===== src/hdl/cssr_regs.svh =====
// Overview of operation
// - Four-bit source select maps codes to sources
// - Fuse bit one unprogrammed, zero programmed
// - Delivered: RC 0010, start-up 10, divide-by-eight
// - Extra watchdog-timed delay after other resets release
// - Time-out lengths 0, 4096 or 8192 cycles
// - Ripple counter holds reset for start-up count
// - Reset: time-out plus start-up; power-down/save wake: start-up, idle wake: none
// - Upper select bits pick low power range
// - Resonator start-up and delay from select bits
// - Crystal settings give 258, 1K, 16K or 32K cycle start-up
// - Start-up counts from 6 to 32K cycles
// - Core clock stop freezes core; flash follows
// - Peripheral clock; wake events seen while halted
// - Async timer domain keeps counting in sleep except power-down
// - Converter domain runs with core stopped
`ifndef CSSR_REGS_SVH
`define CSSR_REGS_SVH

//------------------------------------------------------------
// Register byte offsets
//------------------------------------------------------------
`define CSSR_FUSE_OFS   8'h00
`define CSSR_CTRL_OFS   8'h04
`define CSSR_STAT_OFS   8'h08

//------------------------------------------------------------
// Field positions and reset values
//------------------------------------------------------------
`define CSSR_SUT_LSB    4
`define CSSR_DIV8_BIT   6
`define CSSR_FUSE_RST   7'h22
`define CSSR_MODE_RST   3'h0

//------------------------------------------------------------
// Start-up counts in oscillator cycles
//------------------------------------------------------------
`define CSSR_SU_EXT     17'h00006
`define CSSR_SU_258     17'h00102
`define CSSR_SU_1K      17'h00400
`define CSSR_ADD_CK     17'h0000E
`define CSSR_SU_16K     16384
`define CSSR_SU_32K     32768

//------------------------------------------------------------
// Time-out counts in watchdog cycles
//------------------------------------------------------------
`define CSSR_TOUT_SHORT 4096
`define CSSR_TOUT_LONG  8192

`endif


===== src/hdl/cssr_pkg.sv =====
package cssr_pkg;

  // Configuration fuses, one means unprogrammed
  typedef struct packed {
    logic       div8;
    logic [1:0] sut;
    logic [3:0] cksel;
  } cssr_fuse_t;

  // Clock source kinds
  typedef enum logic [2:0] {
    SRC_LP_XTAL, SRC_FS_XTAL, SRC_LF_XTAL, SRC_RC128,
    SRC_RC_CAL, SRC_EXT, SRC_RSVD
  } cssr_src_t;

  // Sleep modes written by software
  typedef enum logic [2:0] {
    MODE_ACTIVE, MODE_IDLE, MODE_ADC_NR, MODE_PWR_DOWN, MODE_PWR_SAVE
  } cssr_mode_t;

  // Start-up sequencer states
  typedef enum logic [2:0] {
    ST_HOLD, ST_TOUT, ST_START, ST_RUN, ST_SLEEP
  } cssr_state_t;

  // Domain gate enables
  typedef struct packed {
    logic core;
    logic nvm;
    logic periph;
    logic async;
    logic conv;
  } cssr_gate_t;

endpackage : cssr_pkg


===== src/hdl/cssr_top.sv =====
`timescale 1ns/1ps
`default_nettype none
`include "cssr_regs.svh"

module cssr_top
  import cssr_pkg::*;
#(
  parameter int TOUT_SHORT = `CSSR_TOUT_SHORT,
  parameter int TOUT_LONG  = `CSSR_TOUT_LONG,
  parameter int SU_16K     = `CSSR_SU_16K,
  parameter int SU_32K     = `CSSR_SU_32K
) (
  // Clock and reset
  input  wire logic        mclk,
  input  wire logic        arst_n,
  // Wishbone slave
  input  wire logic        wb_cyc_i,
  input  wire logic        wb_stb_i,
  input  wire logic        wb_we_i,
  input  wire logic [7:0]  wb_adr_i,
  input  wire logic [3:0]  wb_sel_i,
  input  wire logic [31:0] wb_dat_i,
  output logic      [31:0] wb_dat_o,
  output logic             wb_ack_o,
  // Pins from outside the clock domain
  input  wire logic        osc_in_pin,
  input  wire logic        wdt_osc_pin,
  input  wire logic        async_osc_pin,
  input  wire logic        rst_src_n,
  input  wire logic        wake_pin,
  // Reset and gated clocks
  output logic             int_rst_n,
  output logic             core_clk,
  output logic             nvm_if_clk,
  output logic             periph_clk,
  output logic             async_timer_clk,
  output logic             converter_clk
);

  //----------------------------------------------------------
  // Pin synchronisers
  //----------------------------------------------------------
  logic [4:0] sync1;
  logic [4:0] sync2;
  logic       osc_d;
  logic       wdt_d;

  always_ff @(posedge mclk or negedge arst_n) begin
    if (!arst_n) begin
      sync1 <= 5'h00;
      sync2 <= 5'h00;
      osc_d <= 1'b0;
      wdt_d <= 1'b0;
    end else begin
      sync1 <= {wake_pin, rst_src_n, async_osc_pin, wdt_osc_pin, osc_in_pin};
      sync2 <= sync1;
      osc_d <= sync2[0];
      wdt_d <= sync2[1];
    end
  end

  wire osc_s   = sync2[0];
  wire async_s = sync2[2];
  wire src_ok  = sync2[3];
  wire wake_s  = sync2[4];
  wire osc_rise = osc_s & ~osc_d;
  wire wdt_rise = sync2[1] & ~wdt_d;

  //----------------------------------------------------------
  // Registers
  //----------------------------------------------------------
  cssr_fuse_t  fuse;
  cssr_mode_t  mode;
  cssr_state_t state;

  wire wb_req  = wb_cyc_i & wb_stb_i & ~wb_ack_o;
  wire wr_en   = wb_req & wb_we_i & wb_sel_i[0];
  wire fuse_wr = wr_en & (wb_adr_i == `CSSR_FUSE_OFS);
  wire ctrl_wr = wr_en & (wb_adr_i == `CSSR_CTRL_OFS);

  //----------------------------------------------------------
  // Fuse decode
  //----------------------------------------------------------
  cssr_src_t   src;
  logic [16:0] su_cnt;
  logic [1:0]  tout_sel;
  logic [2:0]  osc_range;

  // Source kind from select code; a one bit is unprogrammed
  assign src = fuse.cksel[3]          ? SRC_LP_XTAL :
               (fuse.cksel[3:1] == 3'h3) ? SRC_FS_XTAL :
               (fuse.cksel[3:1] == 3'h2) ? SRC_LF_XTAL :
               (fuse.cksel == 4'h3)    ? SRC_RC128 :
               (fuse.cksel == 4'h2)    ? SRC_RC_CAL :
               (fuse.cksel == 4'h0)    ? SRC_EXT : SRC_RSVD;

  // Low power crystal range, shown in status
  assign osc_range = fuse.cksel[3:1];

  wire [2:0] su_idx = {fuse.cksel[0], fuse.sut};

  // Start-up count and time-out choice per source
  always_comb begin
    su_cnt   = `CSSR_SU_EXT;
    tout_sel = (fuse.sut == 2'h0) ? 2'h0 : (fuse.sut == 2'h1) ? 2'h1 : 2'h2;
    if (src == SRC_LP_XTAL || src == SRC_FS_XTAL) begin
      case (su_idx)
        3'h0:    begin su_cnt = `CSSR_SU_258; tout_sel = 2'h1; end
        3'h1:    begin su_cnt = `CSSR_SU_258; tout_sel = 2'h2; end
        3'h2:    begin su_cnt = `CSSR_SU_1K;  tout_sel = 2'h0; end
        3'h3:    begin su_cnt = `CSSR_SU_1K;  tout_sel = 2'h1; end
        3'h4:    begin su_cnt = `CSSR_SU_1K;  tout_sel = 2'h2; end
        3'h5:    begin su_cnt = 17'(SU_16K);  tout_sel = 2'h0; end
        3'h6:    begin su_cnt = 17'(SU_16K);  tout_sel = 2'h1; end
        default: begin su_cnt = 17'(SU_16K);  tout_sel = 2'h2; end
      endcase
    end else if (src == SRC_LF_XTAL) begin
      su_cnt   = fuse.cksel[0] ? 17'(SU_32K) : `CSSR_SU_1K;
      tout_sel = (fuse.sut == 2'h3) ? 2'h2 : fuse.sut;
    end
  end

  // Time-out length in watchdog cycles
  wire [13:0] tout_len = (tout_sel == 2'h0) ? 14'h0000 :
                         (tout_sel == 2'h1) ? 14'(TOUT_SHORT) : 14'(TOUT_LONG);

  //----------------------------------------------------------
  // Start-up sequencer
  //----------------------------------------------------------
  logic [13:0] tout_cnt;
  logic [16:0] ripple;
  logic        from_reset;
  cssr_state_t next_state;

  wire tout_done  = (tout_cnt >= tout_len);
  wire start_done = (ripple >= (from_reset ? su_cnt + `CSSR_ADD_CK : su_cnt));
  wire deep_sleep = (mode == MODE_PWR_DOWN) || (mode == MODE_PWR_SAVE);

  // Next state of the sequencer
  always_comb begin
    next_state = state;
    case (state)
      ST_HOLD:  if (src_ok) next_state = ST_TOUT;
      ST_TOUT:  if (tout_done) next_state = ST_START;
      ST_START: if (start_done) next_state = ST_RUN;
      ST_RUN:   if (mode != MODE_ACTIVE) next_state = ST_SLEEP;
      ST_SLEEP: if (wake_s) next_state = deep_sleep ? ST_START : ST_RUN;
      default:  next_state = ST_HOLD;
    endcase
    if (!src_ok) next_state = ST_HOLD;
  end

  // State, watchdog time-out and ripple counters
  always_ff @(posedge mclk or negedge arst_n) begin
    if (!arst_n) begin
      state      <= ST_HOLD;
      tout_cnt   <= 14'h0000;
      ripple     <= 17'h00000;
      from_reset <= 1'b1;
    end else begin
      state      <= next_state;
      tout_cnt   <= (state == ST_TOUT) ? tout_cnt + 14'(wdt_rise) : 14'h0000;
      ripple     <= (state == ST_START) ? ripple + 17'(osc_rise) : 17'h00000;
      from_reset <= (state == ST_HOLD) | (from_reset & (state != ST_RUN));
    end
  end

  //----------------------------------------------------------
  // Software registers and bus answer
  //----------------------------------------------------------
  wire wake_clear = (state == ST_SLEEP) && wake_s;
  logic [31:0] rd_data;

  always_ff @(posedge mclk or negedge arst_n) begin
    if (!arst_n) begin
      fuse     <= `CSSR_FUSE_RST;
      mode     <= MODE_ACTIVE;
      wb_ack_o <= 1'b0;
      wb_dat_o <= 32'h00000000;
    end else begin
      if (fuse_wr) fuse <= wb_dat_i[6:0];
      if (ctrl_wr) mode <= cssr_mode_t'(wb_dat_i[2:0]);
      else if (wake_clear) mode <= MODE_ACTIVE;
      wb_ack_o <= wb_req;
      wb_dat_o <= rd_data;
    end
  end

  assign rd_data = (wb_adr_i == `CSSR_FUSE_OFS) ? {25'h0, fuse} :
                   (wb_adr_i == `CSSR_CTRL_OFS) ? {29'h0, mode} :
                   (wb_adr_i == `CSSR_STAT_OFS) ?
                     {22'h0, osc_range, int_rst_n, state, src} : 32'h00000000;

  //----------------------------------------------------------
  // System clock divider
  //----------------------------------------------------------
  logic [2:0] div_cnt;
  logic       div_sel;
  cssr_gate_t gate;
  wire sys_lvl = div_sel ? osc_s : div_cnt[2];  // zero is programmed
  // Switching the source while a domain runs could cut a pulse short
  wire sys_quiet = ((state == ST_HOLD) || (state == ST_TOUT) || (state == ST_START)) &&
                   !(gate.core | gate.nvm | gate.periph | gate.conv);

  // Divider, and the divide select taken over only while no system domain runs
  always_ff @(posedge mclk or negedge arst_n) begin
    if (!arst_n) begin
      div_cnt <= 3'h0;
      div_sel <= 1'b0;
    end else begin
      div_cnt <= div_cnt + 3'(osc_rise);
      if (sys_quiet) div_sel <= fuse.div8;
    end
  end

  //----------------------------------------------------------
  // Domain gate enables per state and mode
  //----------------------------------------------------------
  cssr_gate_t want;

  always_comb begin
    want = '{default: 1'b0};
    want.async = (mode != MODE_PWR_DOWN);
    if (state == ST_RUN) begin
      want = '{default: 1'b1};
    end else if (state == ST_SLEEP) begin
      want.periph = (mode == MODE_IDLE);
      want.conv   = (mode == MODE_IDLE) || (mode == MODE_ADC_NR);
    end
    want.nvm = want.core;
  end

  // Gates change only while their clock is low
  always_ff @(posedge mclk or negedge arst_n) begin
    if (!arst_n) begin
      gate            <= '{default: 1'b0};
      int_rst_n       <= 1'b0;
      core_clk        <= 1'b0;
      nvm_if_clk      <= 1'b0;
      periph_clk      <= 1'b0;
      async_timer_clk <= 1'b0;
      converter_clk   <= 1'b0;
    end else begin
      if (!sys_lvl) begin
        gate.core   <= want.core;
        gate.nvm    <= want.nvm;
        gate.periph <= want.periph;
        gate.conv   <= want.conv;
      end
      if (!async_s) gate.async <= want.async;
      // A wake from deep sleep only delays the clocks, the core keeps its state
      int_rst_n       <= (state == ST_RUN) || (state == ST_SLEEP) || ((state == ST_START) && !from_reset);
      core_clk        <= sys_lvl & gate.core;
      nvm_if_clk      <= sys_lvl & gate.nvm;
      periph_clk      <= sys_lvl & gate.periph;
      converter_clk   <= sys_lvl & gate.conv;
      async_timer_clk <= async_s & gate.async;
    end
  end

endmodule : cssr_top
`default_nettype wire


===== config.mk =====
export PLATFORM = sky130hd
export DESIGN_NAME = cssr_top
export DESIGN_NICKNAME = d
export VERILOG_FILES = /design/src/hdl/cssr_pkg.sv /design/src/hdl/cssr_top.sv
export VERILOG_INCLUDE_DIRS = /design/src /design/src/hdl
export SDC_FILE = /design/constraint.sdc
export NUM_CORES = 1
export LEC_CHECK = 0
export BUFFER_PORTS_ARGS = -buffer_cell sky130_fd_sc_hd__buf_4
export CAP_MARGIN = 10
export CELL_PAD_IN_SITES_DETAIL_PLACEMENT = 1
export CELL_PAD_IN_SITES_GLOBAL_PLACEMENT = 2
export CORE_MARGIN = 3
export CORE_UTILIZATION = 35
export CTS_BUF_LIST = sky130_fd_sc_hd__clkbuf_4
export DETAILED_ROUTE_END_ITERATION = 12
export PLACE_DENSITY_LB_ADDON = 0.1
export SYNTH_ARGS = -nofsm -noshare
export SYNTH_HDL_FRONTEND = slang
export SYNTH_SLANG_ARGS = --single-unit

===== constraint.sdc =====
create_clock -name mclk -period 3.58 [get_ports mclk]
set_input_delay 0.179 -clock mclk [delete_from_list [all_inputs] [get_ports mclk]]
set_output_delay 0.179 -clock mclk [all_outputs]
set_load 0.02 [all_outputs]

==> metrics.md, run 1 <==
| Metric | Value |
|---|---|
| Hold_buf cts | `15` |
| CP peak stage delay | `540 ps` |
| Outcome | `completed` |
| Clock slew at reported path FFs | `150 ps` |
| Iter 0 DRT Violations | `69` |
| Adder-cell share of the synthesized area | `0.0547` |
| ANT cells | `0` |
| Clk root buf | `clkbuf_4` |
| Total chip power | `between 1.5 and 2 mW` |
| Worst EP required | `3950 ps` |
| Number of buffers created by CTS | `9` |
| Max Transition Viols Final | `0` |
| IO Port Bufs | `42` |
| WP data arrival | `3240 ps` |
| VDD IR-drop max | `0.298 mV` |
| DRC | `0` |
| EDFF count, synth | `0` |
| Drt via density | `roughly 4.9` |
| Clock sinks | `81` |
| Worst Setup End Kind | `register` |
| Worst Skew | `24.6 ps` |
| Total number of vias | `~3000` |
| Resize count post-CTS | `0` |
| Vias in the first global route | `approximately 3100` |
| Startpoint Class | `register` |
| Layout cells sized above 1 | `0.148` |
| Ordered cell list for the critical path | `a21oi_1 > nor2_1 > a22oi_1 > ha_1 > or4b_1 > a21oi_1 > a2111oi_1 > o41a_1 > or3_1` |
| RePlAce Congestion | `roughly 0.75` |
| Compound-Gate Fraction of Synth Area | `0.0781` |
| YS warnings | `0` |
| Worst R2R Path Depth | `9` |
| Commonest cells after routing, fill and taps aside | `78 x dfrtp_1, 48 x nor2_1, 42 x buf_4` |
| Xor-xnor portion of the synthesized cell area | `0.0553` |
| RR Startpoint | `fuse[3]` |
| GRT overflow | `0` |
| CTS tree | `yes` |
| Largest area contributor in the netlist | `dfrtp_1` |
| Hold Violations, Final | `0` |
| NumNets Final | `about 530` |
| Initial antenna violation count | `0` |
| Reg2reg end | `state[0]` |
| Post-synthesis cell type count | `58` |
| Asr flop ratio synth | `1.00` |
| Most Frequent Cell on Critical Path | `a21oi_1` |
| Area of the multi-input gates | `roughly 1900 um2` |
| Critical Path Slowest Stage Cell | `dfrtp_1` |
| Pleak | `about 2.2 nW` |
| Post-route ant nets | `0` |
| RSZ-0062 raised after global routing | `false` |
| Hold Crit Depth | `2` |
| Pre-Repair DR Iteration Count | `4` |
| WS Path Type | `reg -> reg` |
| Width of the die | `114 um` |
| Min Clock Period, post-route | `between 2000 and 3000 ps` |
| Area grow syn2layout | `15.1%` |
| Primary FF master, synth | `dfrtp_1` |
| Hold Path Class | `in -> reg` |
| Most common cell after layout, fill and taps aside | `dfrtp_1` |
| Full die area | `approximately 13000 um2` |
| CP Buf/Inv Count | `0` |
| WL final | `between 9 and 10 mm` |
| Largest net degree at the start of global routing | `82` |
| Post-synthesis mux area share | `0.0514` |
| R2R setup slack | `710 ps` |
| Hold Crit Endpoint | `wb_dat_o[9]` |
| Max-cap violations | `0` |
| Reg area | `2030 um2` |
| Main combinational cell family by area after synthesis | `simple AND/OR/NAND/NOR gates` |
| Sequential-to-total area share from yosys stat | `0.493` |
| Synthesized instance count | `~400` |
| Fin crit share | `0.802` |
| Fmax | `0.348 GHz` |
| First-pass GRT wire length | `14.9 mm` |
| Register bit total from synthesis | `81` |
| Core Region | `11200 um2` |
| Post-Syn Area | `4120 um2` |
| CP max FO | `12` |
| Fin Setup TNS | `0 ps` |
| WL/cell | `15.1 um` |
| Pwr Density | `between 400 and 500 nW/um2` |
| DP HPWL | `6.39 mm` |
| Post-synthesis area per instance | `10.2 um2` |
| Starting Density | `0.368` |
| Hold_sp | `wb_adr_i[3]` |
| Delay-heaviest family, CP | `compound AO/OA/AOI/OAI gates` |
| Synth Area in Simple Gates | `0.193` |
| Ports | `between 90 and 100` |
| Max-Slew Margin vs Limit | `0.310` |
| # fillers | `1261` |
| Share of the synthesized area in the top cell type | `0.474` |
| GR Util All Layers | `0.146` |
| Post-CTS Setup Bufs | `0` |
| Chip Height | `114 um` |
| H-tree levels | `3` |
| Max clock buf depth | `2` |
| Largest cells by area after synthesis | `dfrtp_1 47%, ha_1 5.5%, buf_4 4.4%, nor2_1 4.4%, xor2_1 3.2%` |
| Setup violators final | `0` |
| Worst-Margin Slew | `1040 ps` |
| Placement Rows | `38` |
| Worst-skew pair later-pin latency | `470 ps` |
## power by group
part / leakage (nW) / switching (mW) / internal, mW
sequential: 1.06 / 0.0722 / 0.982
combinational: 1.05 / 0.159 / 0.129
clock: 0.0729 / 0.345 / 0.217
total: 2.19 / 0.575 / 1.33
## logic make-up (layout without fill, tap and decap cells)
family | count (synthesis) | count (layout)
simple gates | 153 | 153
other cells | 1 | 22
compound gates | 50 | 50
flops | 81 | 81
xor+xnor | 26 | 26
mux | 20 | 20
fa+ha+maj | 18 | 18
buf+inv | 54 | 89
## metal layers
layer  part of all wire  global-route usage  wire (um)
met5                  0                   0          0
met4              0.013              0.0475        121
met3              0.034              0.0407        307
met2               0.46               0.231       4180
met1               0.49               0.193       4440
## registers in the layout, indices dropped and copies added, names as in the netlist, 3 cells and up
signal    count
ripple       17
div_cnt       3
tout_cnt     14
sync2         5
sync1         5
fuse          7
gate          4
state         3
mode          3
wb_dat_o     10
## worst reg2reg max path, stage by stage, from the launching register on
cell and delay, ps:
dfrtp_1 540, a21oi_1 480, nor2_1 80, a22oi_1 180, ha_1 250, or4b_1 500, a21oi_1 210, a2111oi_1 80
o41a_1 120, or3_1 340
## worst max path at each step
stage | slack, ps | start | cells after the start | to
after detailed placement | 690 | fuse[3] | 9 | state[0]
final | 710 | fuse[3] | 9 | state[0]
after floorplan | 820 | fuse[1] | 10 | state[0]
after global placement | 770 | fuse[3] | 9 | state[0]
after global routing | 460 | fuse[3] | 8 | state[0]
after CTS | 680 | fuse[3] | 9 | state[0]
## area by class of cell
cell class / instances / share of cell area
Clock inverter: 7 / 0.0161
Timing Repair Buffer: 57 / 0.0983
Inverter: 16 / 0.0127
Sequential cell: 81 / 0.429
Clock buffer: 9 / 0.0143
Multi-Input combinational cell: 289 / 0.393
Tap cell: 140 / 0.0370
## Yosys cell counts, types with 3 or more instances
cell,count
xor2_1,15
nor4_1,6
nor2_1,48
and2_1,5
and4_1,3
xnor2_1,11
dfstp_2,3
nor2b_1,5
ha_1,18
o21bai_1,4
buf_4,24
inv_1,15
nand2_1,25
a21oi_1,17
nand4_1,9
mux2_1,7
nand3_1,9
nand2b_1,4
o21ai_0,11
nor3_1,6
or3_1,8
dfrtp_1,78
mux2i_1,11
and3_1,10
clkbuf_1,11
## stage by stage
stage                     cells  worst slack [ps]  hold WS, ps  utilization  cell area, um2
after floorplan             424               820         -117            -            4200
after global placement      568               767          288        0.398            4440
after detailed placement    568               688          289        0.398            4440
after CTS                   599               680         23.9        0.424            4740
after global routing        599               457         34.8        0.424            4740
final                       599               709         75.5        0.424            4740
(Power assumes the default switching activity.)
==> inputs of run 2 (changes only) <==
- ABC_AREA: default -> 1
- CORE_UTILIZATION: 35 -> 33
- clock period: 3.58 -> 2.8 ns (I/O delays scaled with it)
==> metrics.md, run 2 <==
| Metric | Value |
|---|---|
| Largest cells by area after synthesis | `dfrtp_1 46%, nand2_1 6.6%, inv_1 6.5%, nor2_1 5.6%, ha_1 5.3%` |
| Outcome | `completed` |
| Worst EP required | `3150 ps (-800 ps)` |
| Fin worst setup slack | `266 ps (-443 ps)` |
| Hold_sp | `wb_we_i` |
| Hold Slack | `66.5 ps (-9.08 ps)` |
| YS warnings | `0 (unchanged)` |
| H-tree levels | `3 (unchanged)` |
| Number of buffers created by CTS | `9 (unchanged)` |
| Clock power frac | `0.262 (-0.033)` |
| Min Clock Period, post-route | `2530 ps (-337 ps)` |
| WS Path Type | `reg -> reg` |
| RR Startpoint | `fuse[1]` |
| Layout cells sized above 1 | `0.171 (+0.0229)` |
| WP data arrival | `2880 ps (-360 ps)` |
| Hold Violations, Final | `0 (unchanged)` |
| Worst Skew | `19.4 ps (-5.24 ps)` |
| Post-synthesis cell type count | `41 (-29%)` |
| Starting Density | `0.346 (-0.0229)` |
| Largest area contributor in the netlist | `dfrtp_1` |
| Worst slack, placed | `211 ps (-477 ps)` |
| WL final | `10.7 mm (+18%)` |
| Largest net degree at the start of global routing | `39 (-52%)` |
| Max FFs per register | `17 (unchanged)` |
| Primary FF master, synth | `dfrtp_1` |
| ANT cells | `0 (unchanged)` |
| Worst Setup End Kind | `register` |
| Internal power | `1.75 mW (+32%)` |
| Clock sinks | `81 (unchanged)` |
| Initial antenna violation count | `0 (unchanged)` |
| First-pass GRT wire length | `17.9 mm (+21%)` |
| Count leader, synth | `dfrtp_1` |
| RePlAce Congestion | `0.830 (+10%)` |
| Non-filler instance count after layout | `741 (+24%)` |
| Max Transition Viols Final | `0 (unchanged)` |
| IO Port Bufs | `42 (unchanged)` |
| Sw Ratio | `0.349 (+0.0472)` |
| Clock slew at reported path FFs | `150 ps (about the same)` |
| EDFF count, synth | `0 (unchanged)` |
| RSZ-0062 raised after global routing | `false` |
| VDD IR-drop max | `0.216 mV (-28%)` |
| Chip Height | `120 um (+4.4%)` |
| Post-Syn Area | `4250 um2 (+3.3%)` |
| Worst-skew pair later-pin latency | `460 ps (about the same)` |
| CP startpoint | `fuse[1]` |
| Asr flop ratio synth | `1.00 (unchanged)` |
| Most common cell after layout, fill and taps aside | `dfrtp_1` |
| Hold Path Class | `in -> reg` |
| Width of the die | `120 um (+4.4%)` |
| Fin Setup TNS | `0 ps (unchanged)` |
| CTS tree | `yes` |
| NumNets Final | `640 (+22%)` |
| Top post-synthesis cells by count | `78 x dfrtp_1, 75 x nand2_1, 74 x inv_1` |
| Commonest cells after routing, fill and taps aside | `78 x dfrtp_1, 75 x nand2_1, 73 x inv_1` |
| Pwr Density | `539 nW/um2 (+34%)` |
| GR Util All Layers | `0.159 (+0.0134)` |
| Sequential share of power | `0.500 (-0.054)` |
| Pleak | `2.49 nW (+14%)` |
| Area grow syn2layout | `17.5%` |
| Vias in the first global route | `3584 (+17%)` |
| Fin crit share | `0.905 (+0.103)` |
| Fmax | `0.395 GHz (+13%)` |
| Total chip power | `2.69 mW (+41%)` |
| Worst-Margin Slew | `753 ps (-282 ps)` |
| Iter 0 DRT Violations | `147 (+110%)` |
| Top reg by flops | `ripple` |
| Core Region | `12300 um2 (+10%)` |
| Startpoint Class | `register` |
| Share of the synthesized area in the top cell type | `0.459 (-0.0153)` |
| Placed cells | `708 (+25%)` |
| Top Registers | `ripple x17, tout_cnt x14, wb_dat_o x10` |
| CP max FO | `4 (-8)` |
| Sequential-to-total area share from yosys stat | `0.477 (-0.0160)` |
| Max-Slew Margin vs Limit | `0.494 (+0.184)` |
| Gate power share | `0.238 (+0.087)` |
| Full die area | `14300 um2 (+9.1%)` |
| Register bit total from synthesis | `81 (unchanged)` |
| Post-route ant nets | `0 (unchanged)` |
| GRT overflow | `0 (unchanged)` |
| Total number of vias | `3441 (+16%)` |
| Placement Rows | `40 (+5.3%)` |
| Setup violators final | `0 (unchanged)` |
| Ports | `93 (unchanged)` |
| DRC | `0 (unchanged)` |
| Drt via density | `4.64 (-5.9%)` |
| Pre-Repair DR Iteration Count | `4 (unchanged)` |
| Switching Power | `0.941 mW (+64%)` |
| Max clock buf depth | `2 (unchanged)` |
| Clk root buf | `clkbuf_4` |
| WL/cell | `14.4 um (-4.6%)` |
| DP HPWL | `8.16 mm (+28%)` |
| Synthesized instance count | `499 (+24%)` |
| Max-cap violations | `0 (unchanged)` |
| Post-synthesis area per instance | `8.53 um2 (-17%)` |
-- run 2: layout make-up --
cell class              count  area, um2
clock inverters             7       68.8
flip-flops and latches     81       2030
repair buffers             64        515
well taps                 168        210
fillers                  1517       7310
inverters                  79        297
multi-input cells         333       1810
clock buffers               9       67.6
-- run 2: cell families (layout without fill, tap and decap cells) --
group                    count (synthesis)  in the layout  share of synthesized area
other                                    1             22                   0.000882
AND/OR/NAND/NOR                        212            212                      0.241
buffers and inverters                  106            159                      0.116
AO/OA/AOI/OAI                           75             75                     0.0994
flip-flops                              81             81                      0.477
adder cells (fa/ha/maj)                 18             18                     0.0529
XOR/XNOR                                 6              6                     0.0124
-- run 2: final timing paths --
kind	end	slack [ps]	cells past startpoint
max	state[0]	270	18
min	mode[0]	70	3
max reg2reg	state[0]	270	18
min reg2reg	sync2[4]	370	0
max in group asynchronous	ripple[13]	1850	3
min in group asynchronous	tout_cnt[8]	200	2
-- run 2: what timing repair did --
item | CTS | global route
endpoints found under the hold margin | 52 | 0
gates resized for setup | 0 | 2
setup buffers | 0 | 3
hold buffers | 14 | 0
setup endpoints to repair | 0 | 2
-- run 2: critical path: stages, from the launching register on --
cell	delay (ps)
dfstp_2	570
nor3_2	50
nor2_1	130
inv_1	100
a21oi_1	170
inv_1	60
nand2_1	80
inv_1	50
ha_1	260
ha_1	280
nand2_1	50
nor2_1	80
nand4_1	140
nor2_2	130
nor2_2	50
nand2_2	90
nand2_1	60
nand2_1	50
nand2_1	40
-- run 2: power by group through the flow --
stage / registers (mW) / clock network (mW) / logic [mW]
3_5_place_dp: 1.37 / 0 / 0.639
6_report: 1.35 / 0.705 / 0.641
5_1_grt: 1.36 / 0.788 / 0.732
4_1_cts: 1.35 / 0.751 / 0.661
2_1_floorplan: 1.37 / 0 / 0.414
3_3_place_gp: 1.37 / 0 / 0.630
-- run 2: stage by stage --
step / cell area (um2) / util
after floorplan: 4330 / -
after global placement: 4700 / 0.382
after detailed placement: 4700 / 0.382
after CTS: 4970 / 0.404
after global routing: 5000 / 0.406
final: 5000 / 0.406
-- run 2: per-layer routing --
layer,routed length (um),GRT usage
met2,5230,0.257
met5,0,0
met1,4960,0.211
met4,193,0.0644
met3,282,0.0306
==> inputs of run 3 (changes only) <==
- CORE_UTILIZATION: 33 -> 36
- CTS_CLUSTER_SIZE: default -> 20
- clock period: 2.8 -> 3.2 ns (I/O delays scaled with it)
==> metrics.md, run 3 (synthesis gave the netlist of run 2 again) <==
| Metric | Value |
|---|---|
| Max-Slew Margin vs Limit | `0.320 (-0.174)` |
| Clk root buf | `clkbuf_4` |
| # fillers | `1381 (-9.0%)` |
| Area of the multi-input gates | `1810 um2 (-0.14%)` |
| Ordered cell list for the critical path | `inv_1 > nor3_2 > nor2_1 > inv_1 > a21oi_1 > inv_1 > nand2_1 > inv_1 > ha_1 > ha_1 > nand2_1 > nor2_1 > nand4_1 > nor2_1 > nor2_2 > nand2_2 > nand2_1 > nand2_1 > nand2_1` |
| Post-CTS Setup Bufs | `0 (unchanged)` |
| Iter 0 DRT Violations | `168 (+14%)` |
| Fin Setup TNS | `0 ps (unchanged)` |
| WL/cell | `14.5 um (+0.95%)` |
| Worst Skew | `18.6 ps (-0.754 ps)` |
| WS Path Type | `reg -> reg` |
| R2R setup slack | `480 ps (+220 ps)` |
| Commonest cells after routing, fill and taps aside | `78 x dfrtp_1, 75 x nand2_1, 74 x inv_1` |
| Most common cell after layout, fill and taps aside | `dfrtp_1` |
| Pre-Repair DR Iteration Count | `4 (unchanged)` |
| Outcome | `completed` |
| Vias in the first global route | `3468 (-3.2%)` |
| DP HPWL | `7.71 mm (-5.5%)` |
| Delay-heaviest family, CP | `simple AND/OR/NAND/NOR gates` |
| Worst-Margin Slew | `1020 ps (+266 ps)` |
| Max FFs per register | `17 (unchanged)` |
| Pleak | `2.47 nW (-0.89%)` |
| GR Util All Layers | `0.168 (+0.00857)` |
| Max clock buf depth | `2 (unchanged)` |
| Ports | `93 (unchanged)` |
| Starting Density | `0.371 (+0.0254)` |
| Most Frequent Cell on Critical Path | `nand2_1` |
| Area grow syn2layout | `15.8%` |
| Number of buffers created by CTS | `9 (unchanged)` |
| Width of the die | `115 um (-4.0%)` |
| WP data arrival | `3100 ps (+220 ps)` |
| Worst slack, placed | `448 ps (+237 ps)` |
| Fmax | `0.368 GHz (-6.7%)` |
| Worst EP required | `3580 ps (+430 ps)` |
| ANT cells | `0 (unchanged)` |
| Non-filler instance count after layout | `708 (-4.5%)` |
| Top Registers | `ripple x17, tout_cnt x14, wb_dat_o x10` |
| Largest net degree at the start of global routing | `82 (+110%)` |
| Max-cap violations | `0 (unchanged)` |
| NumNets Final | `632 (-1.3%)` |
| Top reg by flops | `ripple` |
| H-tree levels | `3 (unchanged)` |
| Setup violators final | `0 (unchanged)` |
| Full die area | `13200 um2 (-7.9%)` |
| Post-route ant nets | `0 (unchanged)` |
| IO Port Bufs | `42 (unchanged)` |
| Total number of vias | `3357 (-2.4%)` |
| VDD IR-drop max | `0.363 mV (+68%)` |
| Hold Path Class | `in -> reg` |
| GRT overflow | `0 (unchanged)` |
| WL final | `10.3 mm (-3.5%)` |
| Fin crit share | `0.849 (-0.0562)` |
| Reg area | `2030 um2 (unchanged)` |
| RSZ-0062 raised after global routing | `false` |
| CP Buf/Inv Count | `4 (+1)` |
| Placement Rows | `39 (-2.5%)` |
| Pwr Density | `492 nW/um2 (-8.6%)` |
| Worst Setup End Kind | `register` |
| Layout cells sized above 1 | `0.158 (-0.0135)` |
| CP max FO | `5 (+1)` |
| Fin worst setup slack | `484 ps (+218 ps)` |
| Worst-skew pair later-pin latency | `470 ps (about the same)` |
| RePlAce Congestion | `0.802 (-3.4%)` |
| Min Clock Period, post-route | `2720 ps (+182 ps)` |
| Clock slew at reported path FFs | `140 ps (about the same)` |
| Clock sinks | `81 (unchanged)` |
| Placed cells | `678 (-4.2%)` |
| Initial antenna violation count | `0 (unchanged)` |
| Drt via density | `4.74 (+2.1%)` |
| Chip Height | `115 um (-4.0%)` |
| Hold Violations, Final | `0 (unchanged)` |
| CTS tree | `yes` |
| CP peak stage delay | `450 ps (-120 ps)` |
| DRC | `0 (unchanged)` |
| Critical Path Slowest Stage Cell | `dfrtp_1` |
| Layout Utilization | `0.430 (+0.0236)` |
| Max Transition Viols Final | `0 (unchanged)` |
| Core Region | `11500 um2 (-6.9%)` |
| Startpoint Class | `register` |
| First-pass GRT wire length | `17.2 mm (-3.8%)` |
==> run 3: layout make-up <==
type | instances | area share
Inverter | 79 | 0.0602
Clock buffer | 10 | 0.0152
Tap cell | 143 | 0.0363
Sequential cell | 81 | 0.412
Timing Repair Buffer | 56 | 0.0924
Clock inverter | 6 | 0.0168
Multi-Input combinational cell | 333 | 0.367
==> run 3: final timing paths <==
kind,startpoint,end,depth (start not counted)
max,fuse[2],state[0],19
min,wb_we_i,mode[0],3
max reg2reg,fuse[2],state[0],19
min reg2reg,sync1[1],sync2[1],0
max in group asynchronous,arst_n,ripple[4],2
min in group asynchronous,arst_n,tout_cnt[2],2
==> run 3: repair_timing <==
item | 4_1_cts | 5_1_grt
resized for setup | 0 | 0
hold buffers | 14 | 0
hold endpoints to repair | 94 | 0
==> run 3: power by group <==
group / internal [mW] / leakage [nW] / switching [mW]
clock: 0.322 / 0.0878 / 0.372
sequential: 1.11 / 1.05 / 0.0643
combinational: 0.179 / 1.33 / 0.375
total: 1.61 / 2.47 / 0.812
==> run 3: routing by layer <==
metal / track usage / share of wire / up-vias
li1: - / - / 1697
met1: 0.223 / 0.47 / 1623
met2: 0.269 / 0.48 / 27
met3: 0.0444 / 0.028 / 10
met4: 0.0516 / 0.015 / 0
met5: 0 / 0 / -
==> run 3: stage by stage <==
step	hold slack (ps)	power (mW)	cell area, um2
after global routing	51.0	2.59	4930
after global placement	270	1.74	4630
after CTS	60.0	2.47	4930
after floorplan	-136	1.56	4330
final	87.1	2.43	4930
after detailed placement	271	1.75	4630
==> run 3: worst min-delay path, delay by kind of cell <==
kind	cells	cell delay (ps)
and+or+nand+nor	1	150
AOI/OAI and AO/OA	1	90
buffers and inverters	1	110
